## src/sdh_pkg.sv

```systemverilog
// Package with the register maps and field layouts used by the card controller.
package sdh_pkg;

  // ******************************************************************
  // Own register map, reached over the APB slave port.
  // ******************************************************************
  localparam logic [7:0] OWN_CTRL   = 8'h00;
  localparam logic [7:0] OWN_CFG    = 8'h04;
  localparam logic [7:0] OWN_BLK    = 8'h08;
  localparam logic [7:0] OWN_ARG    = 8'h0c;
  localparam logic [7:0] OWN_CMD    = 8'h10;
  localparam logic [7:0] OWN_STAT   = 8'h14;
  localparam logic [7:0] OWN_DATA   = 8'h18;
  localparam logic [7:0] OWN_WCNT   = 8'h1c;
  localparam logic [7:0] OWN_LASTSR = 8'h20;

  // Operations started through the control register, bits 3:1.
  localparam logic [2:0] OP_BOOT    = 3'h1;
  localparam logic [2:0] OP_SDIO    = 3'h2;
  localparam logic [2:0] OP_CMD     = 3'h3;
  localparam logic [2:0] OP_RECOVER = 3'h4;
  localparam logic [2:0] OP_ABORT   = 3'h5;

  // Configuration register fields.
  localparam int CFG_SLOT_LSB  = 0;
  localparam int CFG_WIDTH_LSB = 2;
  localparam int CFG_TRANSFER_TYPE_FIELD_LSB = 4;
  localparam int CFG_IOSP_LSB  = 8;
  localparam int CFG_INIT_DONE = 10;
  localparam int CFG_DMA_EN    = 11;
  localparam int CFG_BOOT_ACK  = 12;
  localparam int CFG_NIEN_CLR  = 13;
  localparam int CFG_RESP61    = 14;
  localparam int CFG_IRQ_LSB   = 16;

  // Own status register bits.
  localparam int ST_BUSY  = 0;
  localparam int ST_DONE  = 1;
  localparam int ST_ERR   = 2;
  localparam int ST_PARAM = 3;
  localparam int ST_HARD  = 4;

  // ******************************************************************
  // Map of the card host interface outside.
  // ******************************************************************
  localparam logic [31:0] DEV_ARGR = 32'h0000_0010;
  localparam logic [31:0] DEV_SDCR = 32'h0000_000c;
  localparam logic [31:0] DEV_CMDR = 32'h0000_0014;
  localparam logic [31:0] DEV_BLKR = 32'h0000_0018;
  localparam logic [31:0] DEV_RDR  = 32'h0000_0030;
  localparam logic [31:0] DEV_SR   = 32'h0000_0040;
  localparam logic [31:0] DEV_IER  = 32'h0000_0044;
  localparam logic [31:0] DEV_DMA  = 32'h0000_0050;

  // Command, SDCR, block and DMA register fields of the card host interface.
  localparam int CMDR_SPECIAL_COMMAND_FIELD_LSB = 8;
  localparam int CMDR_TRANSFER_COMMAND_FIELD_LSB = 16;
  localparam int CMDR_TRANSFER_DIRECTION_FIELD     = 18;
  localparam int CMDR_TRANSFER_TYPE_FIELD_LSB = 19;
  localparam int CMDR_IOSP_LSB  = 24;
  localparam int CMDR_BOOT_ACK  = 27;
  localparam int SDCR_WIDTH_LSB = 6;
  localparam int BLKR_LEN_LSB   = 16;
  localparam logic [31:0] DMA_ENABLE = 32'h0000_0100;

  // Special command codes, transfer codes and command indices.
  localparam logic [2:0] SPC_NONE    = 3'h0;
  localparam logic [2:0] SPC_CS_DIS  = 3'h3;
  localparam logic [2:0] SPC_BOOT_REQUEST_CODE = 3'h6;
  localparam logic [2:0] SPC_BOOT_END_CODE = 3'h7;
  localparam logic [1:0] TRC_START   = 2'h1;
  localparam logic [5:0] CMD_IDLE    = 6'h00;
  localparam logic [5:0] CMD_STOP    = 6'h0c;
  localparam logic [5:0] CMD_FASTIO  = 6'h27;

  // Status register bits of the card host interface.
  localparam int SR_CMDRDY   = 0;
  localparam int SR_RECEIVE_READY_FLAG    = 1;
  localparam int SR_SDIO_LSB = 8;
  localparam int SR_CSRCV    = 13;
  localparam int SR_DMADONE  = 25;
  localparam int SR_TRANSFER_DONE_FLAG  = 27;
  localparam logic [31:0] SR_ERR_MASK = 32'h00ff_0000;

  // Legal transfer counts.
  localparam logic [15:0] SDIO_MAX_BYTES  = 16'h0200;
  localparam logic [15:0] SDIO_MAX_BLOCKS = 16'h01ff;
  localparam logic [15:0] BOOT_BLOCK_LEN  = 16'h0200;

endpackage : sdh_pkg

```

## src/sdh_ctrl.sv

```systemverilog
// Controller that drives a card host interface over APB on orders from its own registers.
`timescale 1ns/1ps

// Overview of operation
// - Force one data line until init done.
// - Check SDIO byte and block count limits.
// - Transfer type set in command write.
// - IO special command set in command write.
// - CE-ATA uses CMD0, 12, 39, 60, 61.
// - Polled ATA via CMD60, poll, CMD61.
// - Wait completion signal received status.
// - Abort sends special command three.
// - Recovery: disable, CMD12, then CMD39.
// - Failed recovery issues CMD0 hard reset.
// - ATA error bit needs only retry.
// - Boot holds command line before CMD1.
// - Boot: width, 512 length, block count.
// - Boot request with read, start data.
// - Read data on receive ready, end boot.
// - DMA boot enables DMA, ends after completion.
module sdh_ctrl #(
  parameter int SLOTS = 4
) (
  // Clock and reset.
  input  wire logic        pclk,
  input  wire logic        presetn,
  // APB slave for own registers.
  input  wire logic        s_psel,
  input  wire logic        s_penable,
  input  wire logic        s_pwrite,
  input  wire logic [7:0]  s_paddr,
  input  wire logic [31:0] s_pwdata,
  output logic             s_pready,
  output logic [31:0]      s_prdata,
  output logic             s_pslverr,
  // APB master toward the card host interface.
  output logic             m_psel,
  output logic             m_penable,
  output logic             m_pwrite,
  output logic [31:0]      m_paddr,
  output logic [31:0]      m_pwdata,
  input  wire logic        m_pready,
  input  wire logic [31:0] m_prdata
);

  typedef enum logic [3:0] {
    S_IDLE = 4'h0, S_SDCR = 4'h1, S_BLKR = 4'h2, S_DMA = 4'h3,
    S_IER  = 4'h4, S_ARGR = 4'h5, S_CMDR = 4'h6, S_POLL = 4'h7,
    S_CHK  = 4'h8, S_RDR  = 4'h9, S_DAT  = 4'ha, S_END = 4'hb,
    S_BUS  = 4'hc, S_FIN  = 4'hd
  } sdh_state_t;

  function automatic logic [31:0] sdh_cmdr(input logic [5:0] idx, input logic [2:0] spc,
                                           input logic [1:0] trc, input logic dir,
                                           input logic [2:0] typ, input logic [1:0] iosp,
                                           input logic ack);
    logic [31:0] v;
    v = 32'h0000_0000;
    v[5:0] = idx;
    v[sdh_pkg::CMDR_SPECIAL_COMMAND_FIELD_LSB +: 3] = spc;
    v[sdh_pkg::CMDR_TRANSFER_COMMAND_FIELD_LSB +: 2] = trc;
    v[sdh_pkg::CMDR_TRANSFER_DIRECTION_FIELD] = dir;
    v[sdh_pkg::CMDR_TRANSFER_TYPE_FIELD_LSB +: 3] = typ;
    v[sdh_pkg::CMDR_IOSP_LSB +: 2] = iosp;
    v[sdh_pkg::CMDR_BOOT_ACK] = ack;
    return v;
  endfunction : sdh_cmdr

  // ******************************************************************
  // State.
  // ******************************************************************
  logic [31:0] cfg_reg, cfg_next, blk_reg, blk_next, arg_reg, arg_next, cmd_reg, cmd_next;
  logic [4:0]  stat_reg, stat_next;
  logic [31:0] data_reg, data_next, wcnt_reg, wcnt_next, sr_reg, sr_next;
  logic [2:0]  op_reg, op_next;
  logic [1:0]  stage_reg, stage_next;
  sdh_state_t  st_reg, st_next, ret_reg, ret_next;
  logic        sp_reg, sp_next;
  logic [31:0] sprd_reg, sprd_next;
  logic        sperr_reg, sperr_next;
  logic        mpsel_reg, mpsel_next, mpen_reg, mpen_next, mpw_reg, mpw_next;
  logic [31:0] maddr_reg, maddr_next, mwd_reg, mwd_next;

  logic        s_wr, s_rd, start, mapped;
  logic [1:0]  width_eff;
  logic [15:0] count, blen;
  logic [31:0] err_bits;
  logic [31:0] irq_en;

  assign s_wr   = s_psel && s_penable && s_pwrite && !sp_reg;
  assign s_rd   = s_psel && s_penable && !s_pwrite && !sp_reg;
  assign start  = s_wr && s_paddr == sdh_pkg::OWN_CTRL && s_pwdata[0] && !stat_reg[sdh_pkg::ST_BUSY];
  assign count  = blk_reg[15:0];
  assign blen   = blk_reg[31:16];
  assign err_bits = sr_reg & sdh_pkg::SR_ERR_MASK;
  // Until initialisation is finished the card only talks on one data line.
  assign width_eff = cfg_reg[sdh_pkg::CFG_INIT_DONE] ? cfg_reg[sdh_pkg::CFG_WIDTH_LSB +: 2] : 2'h0;

  always_comb
  begin
    irq_en = 32'h0000_0000;
    for (int i = 0; i < SLOTS; i++)
      irq_en[sdh_pkg::SR_SDIO_LSB + i] = cfg_reg[sdh_pkg::CFG_IRQ_LSB + i];
    irq_en[sdh_pkg::SR_CSRCV] = cfg_reg[sdh_pkg::CFG_NIEN_CLR];
  end

  always_comb
  begin
    case (s_paddr)
      sdh_pkg::OWN_CTRL, sdh_pkg::OWN_CFG, sdh_pkg::OWN_BLK, sdh_pkg::OWN_ARG, sdh_pkg::OWN_CMD,
      sdh_pkg::OWN_STAT, sdh_pkg::OWN_DATA, sdh_pkg::OWN_WCNT, sdh_pkg::OWN_LASTSR: mapped = 1'b1;
      default: mapped = 1'b0;
    endcase
  end

  // ******************************************************************
  // APB slave: one wait cycle, then a registered answer.
  // ******************************************************************
  always_comb
  begin
    sp_next    = s_psel && s_penable && !sp_reg;
    sperr_next = s_psel && s_penable && !sp_reg && !mapped;
    sprd_next  = 32'h0000_0000;
    if (s_rd)
    begin
      unique case (s_paddr)
        sdh_pkg::OWN_CFG:    sprd_next = cfg_reg;
        sdh_pkg::OWN_BLK:    sprd_next = blk_reg;
        sdh_pkg::OWN_ARG:    sprd_next = arg_reg;
        sdh_pkg::OWN_CMD:    sprd_next = cmd_reg;
        sdh_pkg::OWN_STAT:   sprd_next = {27'h0, stat_reg};
        sdh_pkg::OWN_DATA:   sprd_next = data_reg;
        sdh_pkg::OWN_WCNT:   sprd_next = wcnt_reg;
        sdh_pkg::OWN_LASTSR: sprd_next = sr_reg;
        default:             sprd_next = 32'h0000_0000;
      endcase
    end
  end

  // ******************************************************************
  // Sequencer and APB master.
  // ******************************************************************
  always_comb
  begin
    cfg_next = cfg_reg;
    blk_next = blk_reg;
    arg_next = arg_reg;
    cmd_next = cmd_reg;
    stat_next = stat_reg;
    data_next = data_reg;
    wcnt_next = wcnt_reg;
    sr_next = sr_reg;
    op_next = op_reg;
    stage_next = stage_reg;
    st_next = st_reg;
    ret_next = ret_reg;
    mpsel_next = mpsel_reg;
    mpen_next = mpen_reg;
    mpw_next = mpw_reg;
    maddr_next = maddr_reg;
    mwd_next = mwd_reg;
    if (s_wr && !stat_reg[sdh_pkg::ST_BUSY])
    begin
      unique case (s_paddr)
        sdh_pkg::OWN_CFG: cfg_next = s_pwdata;
        sdh_pkg::OWN_BLK: blk_next = s_pwdata;
        sdh_pkg::OWN_ARG: arg_next = s_pwdata;
        sdh_pkg::OWN_CMD: cmd_next = s_pwdata;
        default: ;
      endcase
    end
    if (s_wr && s_paddr == sdh_pkg::OWN_STAT)
      stat_next[sdh_pkg::ST_HARD:sdh_pkg::ST_DONE] = stat_reg[sdh_pkg::ST_HARD:sdh_pkg::ST_DONE] & ~s_pwdata[4:1];
    unique case (st_reg)
      S_IDLE:
      begin
        if (start)
        begin
          op_next = s_pwdata[3:1];
          stage_next = 2'h0;
          wcnt_next = 32'h0000_0000;
          stat_next[sdh_pkg::ST_PARAM] = 1'b0;
          stat_next[sdh_pkg::ST_ERR] = 1'b0;
          if (s_pwdata[3:1] == sdh_pkg::OP_SDIO && (count == 16'h0000 ||
              (cfg_reg[sdh_pkg::CFG_TRANSFER_TYPE_FIELD_LSB +: 3] == 3'h0 && count > sdh_pkg::SDIO_MAX_BYTES) ||
              (cfg_reg[sdh_pkg::CFG_TRANSFER_TYPE_FIELD_LSB +: 3] != 3'h0 && count > sdh_pkg::SDIO_MAX_BLOCKS)))
            stat_next[sdh_pkg::ST_PARAM] = 1'b1;
          else
          begin
            stat_next[sdh_pkg::ST_BUSY] = 1'b1;
            if (s_pwdata[3:1] == sdh_pkg::OP_ABORT || s_pwdata[3:1] == sdh_pkg::OP_RECOVER)
              st_next = S_ARGR;
            else
              st_next = S_SDCR;
          end
        end
      end
      S_SDCR:
      begin
        mwd_next = {24'h0, width_eff, 4'h0, cfg_reg[sdh_pkg::CFG_SLOT_LSB +: 2]};
        maddr_next = sdh_pkg::DEV_SDCR;
        mpw_next = 1'b1;
        ret_next = S_BLKR;
        st_next = S_BUS;
      end
      S_BLKR:
      begin
        // Boot streams always use 512-byte blocks; byte mode ignores the length.
        if (op_reg == sdh_pkg::OP_BOOT)
          mwd_next = {sdh_pkg::BOOT_BLOCK_LEN, count};
        else
          mwd_next = {blen, count};
        maddr_next = sdh_pkg::DEV_BLKR;
        ret_next = (op_reg == sdh_pkg::OP_BOOT && cfg_reg[sdh_pkg::CFG_DMA_EN]) ? S_DMA : S_IER;
        st_next = S_BUS;
      end
      S_DMA:
      begin
        mwd_next = sdh_pkg::DMA_ENABLE;
        maddr_next = sdh_pkg::DEV_DMA;
        ret_next = S_IER;
        st_next = S_BUS;
      end
      S_IER:
      begin
        mwd_next = irq_en;
        maddr_next = sdh_pkg::DEV_IER;
        ret_next = S_ARGR;
        st_next = S_BUS;
      end
      S_ARGR:
      begin
        mwd_next = arg_reg;
        maddr_next = sdh_pkg::DEV_ARGR;
        mpw_next = 1'b1;
        ret_next = S_CMDR;
        st_next = S_BUS;
      end
      S_CMDR:
      begin
        maddr_next = sdh_pkg::DEV_CMDR;
        mpw_next = 1'b1;
        ret_next = S_POLL;
        st_next = S_BUS;
        unique case (op_reg)
          // Holding the command line low is the interface's job between these two writes.
          sdh_pkg::OP_BOOT:
            mwd_next = sdh_cmdr(6'h00, sdh_pkg::SPC_BOOT_REQUEST_CODE, sdh_pkg::TRC_START, 1'b1, 3'h0, 2'h0,
                                cfg_reg[sdh_pkg::CFG_BOOT_ACK]);
          sdh_pkg::OP_SDIO:
            mwd_next = sdh_cmdr(cmd_reg[5:0], cmd_reg[10:8], cmd_reg[17:16], cmd_reg[18],
                                cfg_reg[sdh_pkg::CFG_TRANSFER_TYPE_FIELD_LSB +: 3],
                                cfg_reg[sdh_pkg::CFG_IOSP_LSB +: 2], 1'b0);
          sdh_pkg::OP_ABORT:
            mwd_next = sdh_cmdr(6'h00, sdh_pkg::SPC_CS_DIS, 2'h0, 1'b0, 3'h0, 2'h0, 1'b0);
          sdh_pkg::OP_RECOVER:
          begin
            unique case (stage_reg)
              2'h0:
                if (cfg_reg[sdh_pkg::CFG_NIEN_CLR] && cfg_reg[sdh_pkg::CFG_RESP61])
                  mwd_next = sdh_cmdr(6'h00, sdh_pkg::SPC_CS_DIS, 2'h0, 1'b0, 3'h0, 2'h0, 1'b0);
                else
                begin
                  stage_next = 2'h1;
                  st_next = S_CMDR;
                end
              2'h1: mwd_next = sdh_cmdr(sdh_pkg::CMD_STOP, sdh_pkg::SPC_NONE, 2'h0, 1'b0, 3'h0, 2'h0, 1'b0);
              2'h2: mwd_next = sdh_cmdr(sdh_pkg::CMD_FASTIO, sdh_pkg::SPC_NONE, 2'h0, 1'b0, 3'h0, 2'h0, 1'b0);
              2'h3: mwd_next = sdh_cmdr(sdh_pkg::CMD_IDLE, sdh_pkg::SPC_NONE, 2'h0, 1'b0, 3'h0, 2'h0, 1'b0);
            endcase
          end
          // Plain commands carry CMD60 and CMD61 for CE-ATA as written by software.
          default:
            mwd_next = sdh_cmdr(cmd_reg[5:0], cmd_reg[10:8], cmd_reg[17:16], cmd_reg[18],
                                3'h0, 2'h0, 1'b0);
        endcase
      end
      S_POLL:
      begin
        maddr_next = sdh_pkg::DEV_SR;
        mpw_next = 1'b0;
        ret_next = S_CHK;
        st_next = S_BUS;
      end
      S_CHK:
      begin
        st_next = S_POLL;
        if (err_bits != 32'h0000_0000)
        begin
          // A failed recovery step falls through to the hard reset once.
          if (op_reg == sdh_pkg::OP_RECOVER && stage_reg != 2'h3)
          begin
            stage_next = 2'h3;
            st_next = S_CMDR;
          end
          else
          begin
            stat_next[sdh_pkg::ST_ERR] = 1'b1;
            st_next = (op_reg == sdh_pkg::OP_BOOT) ? S_END : S_FIN;
          end
        end
        else if (op_reg == sdh_pkg::OP_BOOT)
        begin
          if (!cfg_reg[sdh_pkg::CFG_DMA_EN] && sr_reg[sdh_pkg::SR_RECEIVE_READY_FLAG])
            st_next = S_RDR;
          else if (cfg_reg[sdh_pkg::CFG_DMA_EN] ? sr_reg[sdh_pkg::SR_DMADONE] : sr_reg[sdh_pkg::SR_TRANSFER_DONE_FLAG])
            st_next = S_END;
        end
        else if (op_reg == sdh_pkg::OP_RECOVER)
        begin
          if (sr_reg[sdh_pkg::SR_CMDRDY])
          begin
            if (stage_reg == 2'h3)
            begin
              stat_next[sdh_pkg::ST_HARD] = 1'b1;
              st_next = S_FIN;
            end
            else if (stage_reg == 2'h2)
              st_next = S_FIN;
            else
            begin
              stage_next = stage_reg + 2'h1;
              st_next = S_CMDR;
            end
          end
        end
        // An ATA error bit is inside the card's own status, so it ends here as a clean retryable finish.
        else if (cmd_reg[17:16] != 2'h0 ? sr_reg[sdh_pkg::SR_TRANSFER_DONE_FLAG]
                 : (sr_reg[sdh_pkg::SR_CMDRDY] &&
                    (!cfg_reg[sdh_pkg::CFG_NIEN_CLR] || sr_reg[sdh_pkg::SR_CSRCV] ||
                     op_reg == sdh_pkg::OP_ABORT)))
          st_next = S_FIN;
      end
      S_RDR:
      begin
        maddr_next = sdh_pkg::DEV_RDR;
        mpw_next = 1'b0;
        ret_next = S_DAT;
        st_next = S_BUS;
      end
      S_DAT:
      begin
        data_next = sr_reg;
        sr_next = 32'h0000_0000;
        wcnt_next = wcnt_reg + 32'h0000_0001;
        st_next = S_POLL;
      end
      S_END:
      begin
        mwd_next = sdh_cmdr(6'h00, sdh_pkg::SPC_BOOT_END_CODE, 2'h0, 1'b0, 3'h0, 2'h0, 1'b0);
        maddr_next = sdh_pkg::DEV_CMDR;
        mpw_next = 1'b1;
        ret_next = S_FIN;
        st_next = S_BUS;
      end
      S_BUS:
      begin
        if (!mpsel_reg)
          mpsel_next = 1'b1;
        else if (!mpen_reg)
          mpen_next = 1'b1;
        else if (m_pready)
        begin
          mpsel_next = 1'b0;
          mpen_next = 1'b0;
          if (!mpw_reg)
            sr_next = m_prdata;
          st_next = ret_reg;
        end
      end
      S_FIN:
      begin
        stat_next[sdh_pkg::ST_BUSY] = 1'b0;
        stat_next[sdh_pkg::ST_DONE] = 1'b1;
        st_next = S_IDLE;
      end
      default: st_next = S_IDLE;
    endcase
  end

  always_ff @(posedge pclk or negedge presetn)
  begin
    if (!presetn)
    begin
      cfg_reg <= 32'h0000_0000;
      blk_reg <= 32'h0000_0000;
      arg_reg <= 32'h0000_0000;
      cmd_reg <= 32'h0000_0000;
      stat_reg <= 5'h00;
      data_reg <= 32'h0000_0000;
      wcnt_reg <= 32'h0000_0000;
      sr_reg <= 32'h0000_0000;
      op_reg <= 3'h0;
      stage_reg <= 2'h0;
      st_reg <= S_IDLE;
      ret_reg <= S_IDLE;
      sp_reg <= 1'b0;
      sprd_reg <= 32'h0000_0000;
      sperr_reg <= 1'b0;
      mpsel_reg <= 1'b0;
      mpen_reg <= 1'b0;
      mpw_reg <= 1'b0;
      maddr_reg <= 32'h0000_0000;
      mwd_reg <= 32'h0000_0000;
    end
    else
    begin
      cfg_reg <= cfg_next;
      blk_reg <= blk_next;
      arg_reg <= arg_next;
      cmd_reg <= cmd_next;
      stat_reg <= stat_next;
      data_reg <= data_next;
      wcnt_reg <= wcnt_next;
      sr_reg <= sr_next;
      op_reg <= op_next;
      stage_reg <= stage_next;
      st_reg <= st_next;
      ret_reg <= ret_next;
      sp_reg <= sp_next;
      sprd_reg <= sprd_next;
      sperr_reg <= sperr_next;
      mpsel_reg <= mpsel_next;
      mpen_reg <= mpen_next;
      mpw_reg <= mpw_next;
      maddr_reg <= maddr_next;
      mwd_reg <= mwd_next;
    end
  end

  assign s_pready  = sp_reg;
  assign s_prdata  = sprd_reg;
  assign s_pslverr = sperr_reg;
  assign m_psel    = mpsel_reg;
  assign m_penable = mpen_reg;
  assign m_pwrite  = mpw_reg;
  assign m_paddr   = maddr_reg;
  assign m_pwdata  = mwd_reg;

endmodule : sdh_ctrl

```

## config.mk

```make
export PLATFORM = sky130hd
export DESIGN_NAME = sdh_ctrl
export DESIGN_NICKNAME = d
export VERILOG_FILES = /design/src/sdh_pkg.sv /design/src/sdh_ctrl.sv
export SDC_FILE = /design/constraint.sdc
export NUM_CORES = 1
export LEC_CHECK = 0
export BUFFER_PORTS_ARGS = -buffer_cell sky130_fd_sc_hd__buf_2
export CAP_MARGIN = 20
export CORE_MARGIN = 2
export CORE_UTILIZATION = 50
export DETAILED_ROUTE_END_ITERATION = 12
export PLACE_DENSITY = 0.74
export SLEW_MARGIN = 20
export SYNTH_ARGS = -nofsm -noshare
export SYNTH_HDL_FRONTEND = slang
export SYNTH_SLANG_ARGS = --single-unit
```

## constraint.sdc

```tcl
create_clock -name pclk -period 4.3 [get_ports pclk]
set_input_delay 0.86 -clock pclk [delete_from_list [all_inputs] [get_ports pclk]]
set_output_delay 0.86 -clock pclk [all_outputs]
set_load 0.05 [all_outputs]
```

==> impl_metrics.prom, run 1 <==
# TYPE chip_impl_metric gauge
chip_impl_info{name="run_status",value="complete, no violations"} 1
chip_impl_metric{name="grt_max_degree",unit=""} 116
chip_impl_metric{name="drt_iter0_drc",unit=""} 1472
chip_impl_metric{name="vdd_drop_max",unit="uV"} 243
chip_impl_metric{name="critPathMaxFanout",unit=""} 29
chip_impl_metric{name="clock_skew",unit="ns"} 0.0284
chip_impl_metric{name="ys_async_sr_fraction",unit="%"} 100
chip_impl_metric{name="synth_compound_gate_area_share",unit="%"} 15.4
chip_impl_info{name="rr_startpoint",value="st_reg[2]"} 1
chip_impl_metric{name="timing.max_cap.violations",unit=""} 0
chip_impl_metric{name="clock_tree.htree_level_count",unit=""} 2
chip_impl_metric{name="groute.usage.overall",unit="%"} 28.2
chip_impl_metric{name="clk_latency_worst_skew_pair",unit="ns"} 0.52
chip_impl_metric{name="p_per_area",unit="nW/um^2"} 525
chip_impl_metric{name="synth_cells",unit=""} 1363
chip_impl_metric{name="netlist_area",unit="um^2"} 14700
chip_impl_metric{name="synth_seq_area_share",unit="%"} 54.0
chip_impl_metric{name="design.die.area",unit="um^2"} 30700
chip_impl_metric{name="power_frac_seq",unit="%"} 44.9
chip_impl_metric{name="fillerInstances",unit=""} 2442
chip_impl_metric{name="postCtsHoldBufs",unit=""} 0
chip_impl_metric{name="post-route-worst-setup-slack",unit="ns"} 1.14
chip_impl_metric{name="clkSinkCount",unit=""} 316
chip_impl_info{name="r2r-end",value="m_pwdata[0]"} 1
chip_impl_info{name="setup.worst_path.start_class",value="flop"} 1
chip_impl_info{name="timing.setup.critical_path_class",value="flop to flop"} 1
chip_impl_metric{name="postRouteAntennaNets",unit=""} 0
chip_impl_metric{name="comb_power_share",unit="%"} 23.4
chip_impl_metric{name="slew_headroom",unit="%"} 29.6
chip_impl_metric{name="total_number_of_vias",unit=""} 11900
chip_impl_metric{name="power.share.switching",unit="%"} 35.3
chip_impl_metric{name="post-cts-setup-buffers",unit=""} 0
chip_impl_metric{name="post-route-drc-count",unit=""} 0
chip_impl_metric{name="critical_path_arrival",unit="ns"} 3.60
chip_impl_metric{name="die_w",unit="um"} 175
chip_impl_metric{name="wire_length_per_cell",unit="um"} 22.6
chip_impl_metric{name="antenna_found_initial",unit=""} 3
chip_impl_metric{name="dieHeight",unit="um"} 175
chip_impl_metric{name="avgViaCountPerCell",unit=""} 6.27
chip_impl_metric{name="grt_pass1_vias",unit=""} 11400
chip_impl_metric{name="synthDominantCellAreaShare",unit="%"} 54.0
chip_impl_metric{name="yosys_warnings",unit=""} 0
chip_impl_metric{name="ios",unit=""} 179
chip_impl_metric{name="final_hold_viol_count",unit=""} 0
chip_impl_metric{name="layout-drive-gt1-share",unit="%"} 22.9
chip_impl_metric{name="timing.setup.tns",unit="ns"} 0
chip_impl_info{name="tritoncts_clock_tree",value="done"} 1
chip_impl_metric{name="synthMuxAreaShare",unit="%"} 10.9
chip_impl_info{name="timing.critical_path.to_type",value="flop"} 1
chip_impl_metric{name="final.min_clock_period",unit="ns"} 3.16
chip_impl_metric{name="synth_seq_cells",unit=""} 316
chip_impl_metric{name="number_of_distinct_library_cell_variants_in_the_gate_level_netlist_after_synthesis",unit=""} 77
chip_impl_info{name="yosys.cell_count.top_type",value="dfrtp_1"} 1
chip_impl_metric{name="xor_and_xnor_fraction_of_the_mapped_netlist_area",unit="%"} 0.120
chip_impl_metric{name="number_of_port_buffers",unit=""} 151
chip_impl_metric{name="clock_path_buffers",unit=""} 3
chip_impl_metric{name="switching_power",unit="mW"} 3.10
chip_impl_info{name="synthFlopType",value="dfrtp_1"} 1
chip_impl_metric{name="cp_data_required_time",unit="ns"} 4.74
chip_impl_metric{name="maxSlewViolCount",unit=""} 0
chip_impl_metric{name="upper_clock_frequency_limit",unit="GHz"} 0.316
chip_impl_metric{name="p_leak",unit="nW"} 8.25
chip_impl_metric{name="dp.final_hpwl",unit="um"} 29800
chip_impl_metric{name="drt-pass1-iter-count",unit=""} 9
chip_impl_metric{name="placement.setup.worst_slack",unit="ns"} 0.969
chip_impl_metric{name="worst_setup_hold_path_clk_slew",unit="ns"} 0.06
chip_impl_info{name="holdCritPathClass",value="input port to asynchronous set/reset pin"} 1
chip_impl_metric{name="post-route-period-util",unit="%"} 73.6
chip_impl_metric{name="avgSynthCellArea",unit="um^2"} 10.8
chip_impl_metric{name="cts_inserted_buffers",unit=""} 34
chip_impl_info{name="synth.top_cells.by_area",value="dfrtp_1, mux2_2, nand2_1"} 1
chip_impl_metric{name="regToRegSetupSlack",unit="ns"} 1.14
chip_impl_metric{name="timing.final.setup_violations",unit=""} 0
chip_impl_metric{name="row_count",unit=""} 62
chip_impl_info{name="root_buffer",value="clkbuf_16"} 1
chip_impl_metric{name="power.total",unit="mW"} 8.78
chip_impl_metric{name="place.gp.congestion",unit=""} 0.907
chip_impl_metric{name="synth-simple-area-share",unit="%"} 14.5
chip_impl_metric{name="area_growth_syn_to_layout",unit="%"} 14.1
chip_impl_metric{name="synth_enable_flop_cells",unit=""} 0
chip_impl_metric{name="finalWirelength",unit="um"} 42900
chip_impl_metric{name="grt_pass1_wl",unit="um"} 66700
chip_impl_metric{name="synthAdderAreaFrac",unit="%"} 0.512
chip_impl_metric{name="design.core.area",unit="um^2"} 28800
chip_impl_metric{name="worstMarginPinSlew",unit="ns"} 1.06
chip_impl_metric{name="clock_power_share",unit="%"} 31.7
chip_impl_info{name="synth_top_cells_by_count",value="dfrtp_1, nand2_1, mux2_2, a22oi_1, nand3_1"} 1
chip_impl_info{name="post_synth_top_area_cell",value="dfrtp_1"} 1
chip_impl_metric{name="globalRoute.totalOverflow",unit=""} 0
chip_impl_metric{name="quantity_of_gates_resized_following_cts",unit=""} 0
chip_impl_metric{name="start_util",unit="%"} 50.9
chip_impl_metric{name="num-nets-final",unit=""} 1577
chip_impl_metric{name="worstRegToRegCells",unit=""} 6
chip_impl_metric{name="internal-power",unit="mW"} 5.68
chip_impl_info{name="rsz_0062_raised_after_global_routing",value="false"} 1
chip_impl_info{name="dominant_combinational_cell_family_by_area_after_synthesis",value="compound AO/OA/AOI/OAI gates"} 1
[power by group through the flow]
stage / registers (mW) / logic, mW / clock network, mW
after floorplan: 3.91 / 1.36 / 0
after global placement: 3.95 / 1.98 / 0
after detailed placement: 3.97 / 2.03 / 0
after CTS: 3.92 / 2.04 / 2.81
after global routing: 4.00 / 2.28 / 2.95
final: 3.94 / 2.05 / 2.78
[logic make-up after synthesis]
logic type,Yosys count
AO/OA/AOI/OAI,315
buffers and inverters,131
XOR/XNOR,2
multiplexers,144
other,1
adder cells (fa/ha/maj),6
AND/OR/NAND/NOR,448
flip-flops,316
[layout by cell type, fill, tap and decap left out, types with 6 or more instances in the layout]
cell         n
dfrtp_1    316
nand2_1    248
buf_2      150
mux2_2      95
a22oi_1     66
nand3_1     66
a222oi_1    52
o21ai_0     48
a31oi_1     40
nor2_1      35
clkbuf_16   35
mux2_1      34
a21oi_1     33
conb_1      27
buf_4       25
inv_1       20
mux2i_1     15
clkbuf_1    13
and3_1      11
nor3_1      11
o21ai_1     11
nand4_1     10
nand2b_1     9
a221oi_1     8
a21o_1       8
nor2_2       6
and2_1       6
ha_1         6
[critical path: stages (launching register included)]
cell	delay, ns
dfrtp_1	0.91
nand2b_1	0.30
nor2_1	0.68
o21a_1	0.58
a222oi_1	0.19
o2bb2ai_1	0.24
o21ai_0	0.16
[layout make-up]
class / count / area, um^2 / area share [%]
inverters: 21 / 78.8 / 0.471
clock inverters: 4 / 48.8 / 0.292
repair buffers: 178 / 993 / 5.94
well taps: 384 / 480 / 2.87
flip-flops and latches: 316 / 7910 / 47.3
diodes: 1 / 2.50 / 0.0150
multi-input cells: 942 / 6220 / 37.2
clock buffers: 53 / 993 / 5.94
[metrics by stage]
step	util, %	std cells	cell area [um^2]	hold slack (ns)
CTS	58.1	1898	16700	0.472
floorplan	-	1389	14800	0.445
global placement	54.5	1841	15700	0.453
finish	58.1	1899	16700	0.437
detailed placement	54.5	1841	15700	0.463
global route	58.1	1898	16700	0.483
[worst max-delay path by stage]
| stage | start | to | slack, ns | cells past startpoint |
|---|---|---|---|---|
| global placement | s_paddr[5] | s_prdata[25] | 1.02 | 6 |
| global route | st_reg[2] | m_pwdata[1] | 0.98 | 6 |
| detailed placement | s_paddr[5] | s_prdata[25] | 0.97 | 6 |
| CTS | st_reg[2] | sr_reg[31] | 1.10 | 7 |
| finish | st_reg[2] | m_pwdata[0] | 1.14 | 6 |
| floorplan | s_paddr[7] | wcnt_reg[2] | 1.91 | 6 |
[metal layers]
layer / global-route usage (%) / wire length (um) / vias to the layer above
li1: - / - / 5262
met1: 40.4 / 17900 / 5894
met2: 41.0 / 18900 / 648
met3: 7.83 / 4620 / 104
met4: 10.1 / 1480 / 4
met5: 0 / 26 / -
Power figures use the tool's default switching activity.
==> run 2, diff against run 1 <==
Settings changed: PLACE_DENSITY 0.74 to 0.77.
Clock period 4.3 ns to 2.67 ns, I/O delays scaled along.
==> run 2 against run 1 <==
Sequential power up 60%. Largest cell class unchanged. Wire length up 2.6%. Largest power group unchanged. Clock skew down 0.011 ns. Critical endpoint is now m_pwdata[1].
==> impl_metrics.prom, run 2 (synthesized netlist as in run 1, its figures left out) <==
# TYPE chip_impl_metric gauge
chip_impl_metric{name="sequential_cell_area",unit="um^2"} 7910
chip_impl_metric{name="post-route-worst-setup-slack",unit="ns"} 0.320
chip_impl_metric{name="design.core.area",unit="um^2"} 28800
chip_impl_metric{name="die_w",unit="um"} 175
chip_impl_metric{name="worst_setup_hold_path_clk_slew",unit="ns"} 0.06
chip_impl_metric{name="avgViaCountPerCell",unit=""} 6.23
chip_impl_info{name="tritoncts_clock_tree",value="done"} 1
chip_impl_metric{name="grt_max_degree",unit=""} 82
chip_impl_info{name="holdCritPathClass",value="input port to flop"} 1
chip_impl_metric{name="cp_data_required_time",unit="ns"} 3.10
chip_impl_metric{name="clkSinkCount",unit=""} 316
chip_impl_metric{name="postLayoutCellArea",unit="um^2"} 17200
chip_impl_info{name="final_cell_mix",value="dfrtp_1, nand2_1, buf_2, mux2_2"} 1
chip_impl_metric{name="layout-drive-gt1-share",unit="%"} 24.9
chip_impl_metric{name="p_leak",unit="nW"} 8.52
chip_impl_metric{name="clock_tree.htree_level_count",unit=""} 2
chip_impl_metric{name="start_util",unit="%"} 50.9
chip_impl_metric{name="drt-pass1-iter-count",unit=""} 9
chip_impl_metric{name="dp.final_hpwl",unit="um"} 31000
chip_impl_metric{name="timing.max_cap.violations",unit=""} 0
chip_impl_info{name="mostFrequentLayoutCell",value="dfrtp_1"} 1
chip_impl_metric{name="post-cts-setup-buffers",unit=""} 0
chip_impl_metric{name="clock_skew",unit="ns"} 0.0177
chip_impl_metric{name="groute.usage.overall",unit="%"} 29.1
chip_impl_info{name="rsz_0062_raised_after_global_routing",value="false"} 1
chip_impl_metric{name="number_of_port_buffers",unit=""} 151
chip_impl_metric{name="maxSlewViolCount",unit=""} 0
chip_impl_metric{name="clock_power_share",unit="%"} 32.6
chip_impl_metric{name="antenna_found_initial",unit=""} 2
chip_impl_metric{name="globalRouteMet1Util",unit="%"} 41.3
chip_impl_metric{name="post-route-period-util",unit="%"} 88.0
chip_impl_metric{name="row_count",unit=""} 62
chip_impl_metric{name="grt_pass1_vias",unit=""} 11900
chip_impl_metric{name="comb_power_share",unit="%"} 24.8
chip_impl_metric{name="postPlaceCellArea",unit="um^2"} 16000
chip_impl_info{name="grt_busiest_layer",value="met2"} 1
chip_impl_metric{name="globalRoute.totalOverflow",unit=""} 0
chip_impl_metric{name="placement.setup.worst_slack",unit="ns"} 0.253
chip_impl_metric{name="switching_power",unit="mW"} 5.16
chip_impl_metric{name="drt_iter0_drc",unit=""} 1474
chip_impl_metric{name="total_number_of_vias",unit=""} 12100
chip_impl_metric{name="timing.setup.tns",unit="ns"} 0
chip_impl_metric{name="utilization_of_the_core_after_routing",unit="%"} 59.9
chip_impl_metric{name="wire_length_per_cell",unit="um"} 22.7
chip_impl_metric{name="finalWirelength",unit="um"} 44000
chip_impl_metric{name="upper_clock_frequency_limit",unit="GHz"} 0.426
chip_impl_info{name="run_status",value="complete, no violations"} 1
chip_impl_metric{name="clock_path_buffers",unit=""} 3
chip_impl_metric{name="cts_inserted_buffers",unit=""} 34
chip_impl_metric{name="post-route-drc-count",unit=""} 0
chip_impl_metric{name="place.gp.congestion",unit=""} 0.897
chip_impl_metric{name="slew_headroom",unit="%"} 42.4
chip_impl_metric{name="final.min_clock_period",unit="ns"} 2.35
chip_impl_metric{name="timing.final.setup_violations",unit=""} 0
chip_impl_metric{name="design.die.area",unit="um^2"} 30700
chip_impl_metric{name="power_frac_seq",unit="%"} 42.6
chip_impl_metric{name="vdd_drop_max",unit="uV"} 400
chip_impl_metric{name="worstMarginPinSlew",unit="ns"} 0.861
chip_impl_metric{name="fin_worst_hold_slack",unit="ns"} 0.230
chip_impl_metric{name="p_per_area",unit="nW/um^2"} 859
chip_impl_metric{name="num-nets-final",unit=""} 1613
chip_impl_info{name="timing.critical_path.to_type",value="flop"} 1
chip_impl_metric{name="power.share.switching",unit="%"} 34.9
chip_impl_metric{name="final_hold_viol_count",unit=""} 0
chip_impl_metric{name="postRouteAntennaNets",unit=""} 0
chip_impl_metric{name="global_route.usage.met2",unit="%"} 42.8
chip_impl_info{name="timing.setup.critical_path_class",value="flop to flop"} 1
chip_impl_metric{name="fillerInstances",unit=""} 2353
chip_impl_metric{name="internal-power",unit="mW"} 9.63
chip_impl_info{name="root_buffer",value="clkbuf_16"} 1
chip_impl_metric{name="grt_pass1_wl",unit="um"} 68900
chip_impl_metric{name="dieHeight",unit="um"} 175
chip_impl_metric{name="critPathMaxFanout",unit=""} 12
chip_impl_metric{name="ios",unit=""} 179
chip_impl_info{name="setup.worst_path.start_class",value="flop"} 1
chip_impl_metric{name="multi_input_area",unit="um^2"} 6230
chip_impl_metric{name="area_growth_syn_to_layout",unit="%"} 17.6
chip_impl_metric{name="critical_path_arrival",unit="ns"} 2.78
chip_impl_metric{name="grt_met3_use",unit="%"} 7.18
chip_impl_metric{name="clk_latency_worst_skew_pair",unit="ns"} 0.52
-- run 2: changes by cell type in the layout (fill, tap and decap cells not counted), moves of 2 or more --
cell / change
buf_4: +26
clkinvlp_4: +2
clkbuf_1: -4
bufinv_16: +2
clkbuf_8: +2
buf_12: +8
-- run 2: area by class of cell --
cell class | instances | share of cell area (%)
Antenna cell | 1 | 0.0145
Clock buffer | 51 | 5.84
Clock inverter | 10 | 0.799
Inverter | 21 | 0.458
Multi-Input combinational cell | 942 | 36.1
Sequential cell | 316 | 45.9
Tap cell | 384 | 2.79
Timing Repair Buffer | 214 | 8.05
-- run 2: per-layer routing --
layer / routed length (um) / share of wire [%] / vias to the layer above
li1: - / - / 5320
met1: 18300 / 42 / 5987
met2: 19300 / 44 / 641
met3: 4510 / 10 / 121
met4: 1820 / 4.1 / 2
met5: 7 / 0.016 / -
-- run 2: path summary, 6_finish.rpt --
kind	slack, ns	cells after the start	startpoint	endpoint
setup / recovery	0.32	6	st_reg[2]	m_pwdata[1]
setup reg to reg	0.32	6	st_reg[2]	m_pwdata[1]
hold reg to reg	0.47	2	m_pwdata[24]	m_pwdata[24]
max in group asynchronous	1.25	3	presetn	blk_reg[18]
hold / removal	0.23	3	m_prdata[6]	sr_reg[6]
min in group asynchronous	0.55	2	presetn	s_prdata[2]
-- run 2: stage by stage --
stage | std cells | power (mW)
2_1_floorplan | 1389 | 8.48
3_3_place_gp | 1875 | 9.78
3_5_place_dp | 1875 | 9.90
4_1_cts | 1937 | 14.7
5_1_grt | 1938 | 15.5
6_report | 1939 | 14.8
-- run 2: power by group through the flow --
stage	Sequential [mW]	Clock, mW	Combinational [mW]
floorplan	6.29	0	2.19
global placement	6.31	0	3.47
detailed placement	6.35	0	3.54
CTS	6.27	4.86	3.58
global route	6.38	5.05	4.06
finish	6.30	4.82	3.67
-- run 2: critical path, cell delays in order (launching register included) --
cell,delay [ns]
dfrtp_1,0.62
nand2b_1,0.26
nor2_1,0.33
o21a_1,0.47
a222oi_1,0.17
o2bb2ai_1,0.24
o21ai_0,0.17
-- run 2: what timing repair did --
item                      in CTS  in global routing
hold buffers                   1                  0
gates resized for setup        0                  0
hold endpoints to repair       9                  0
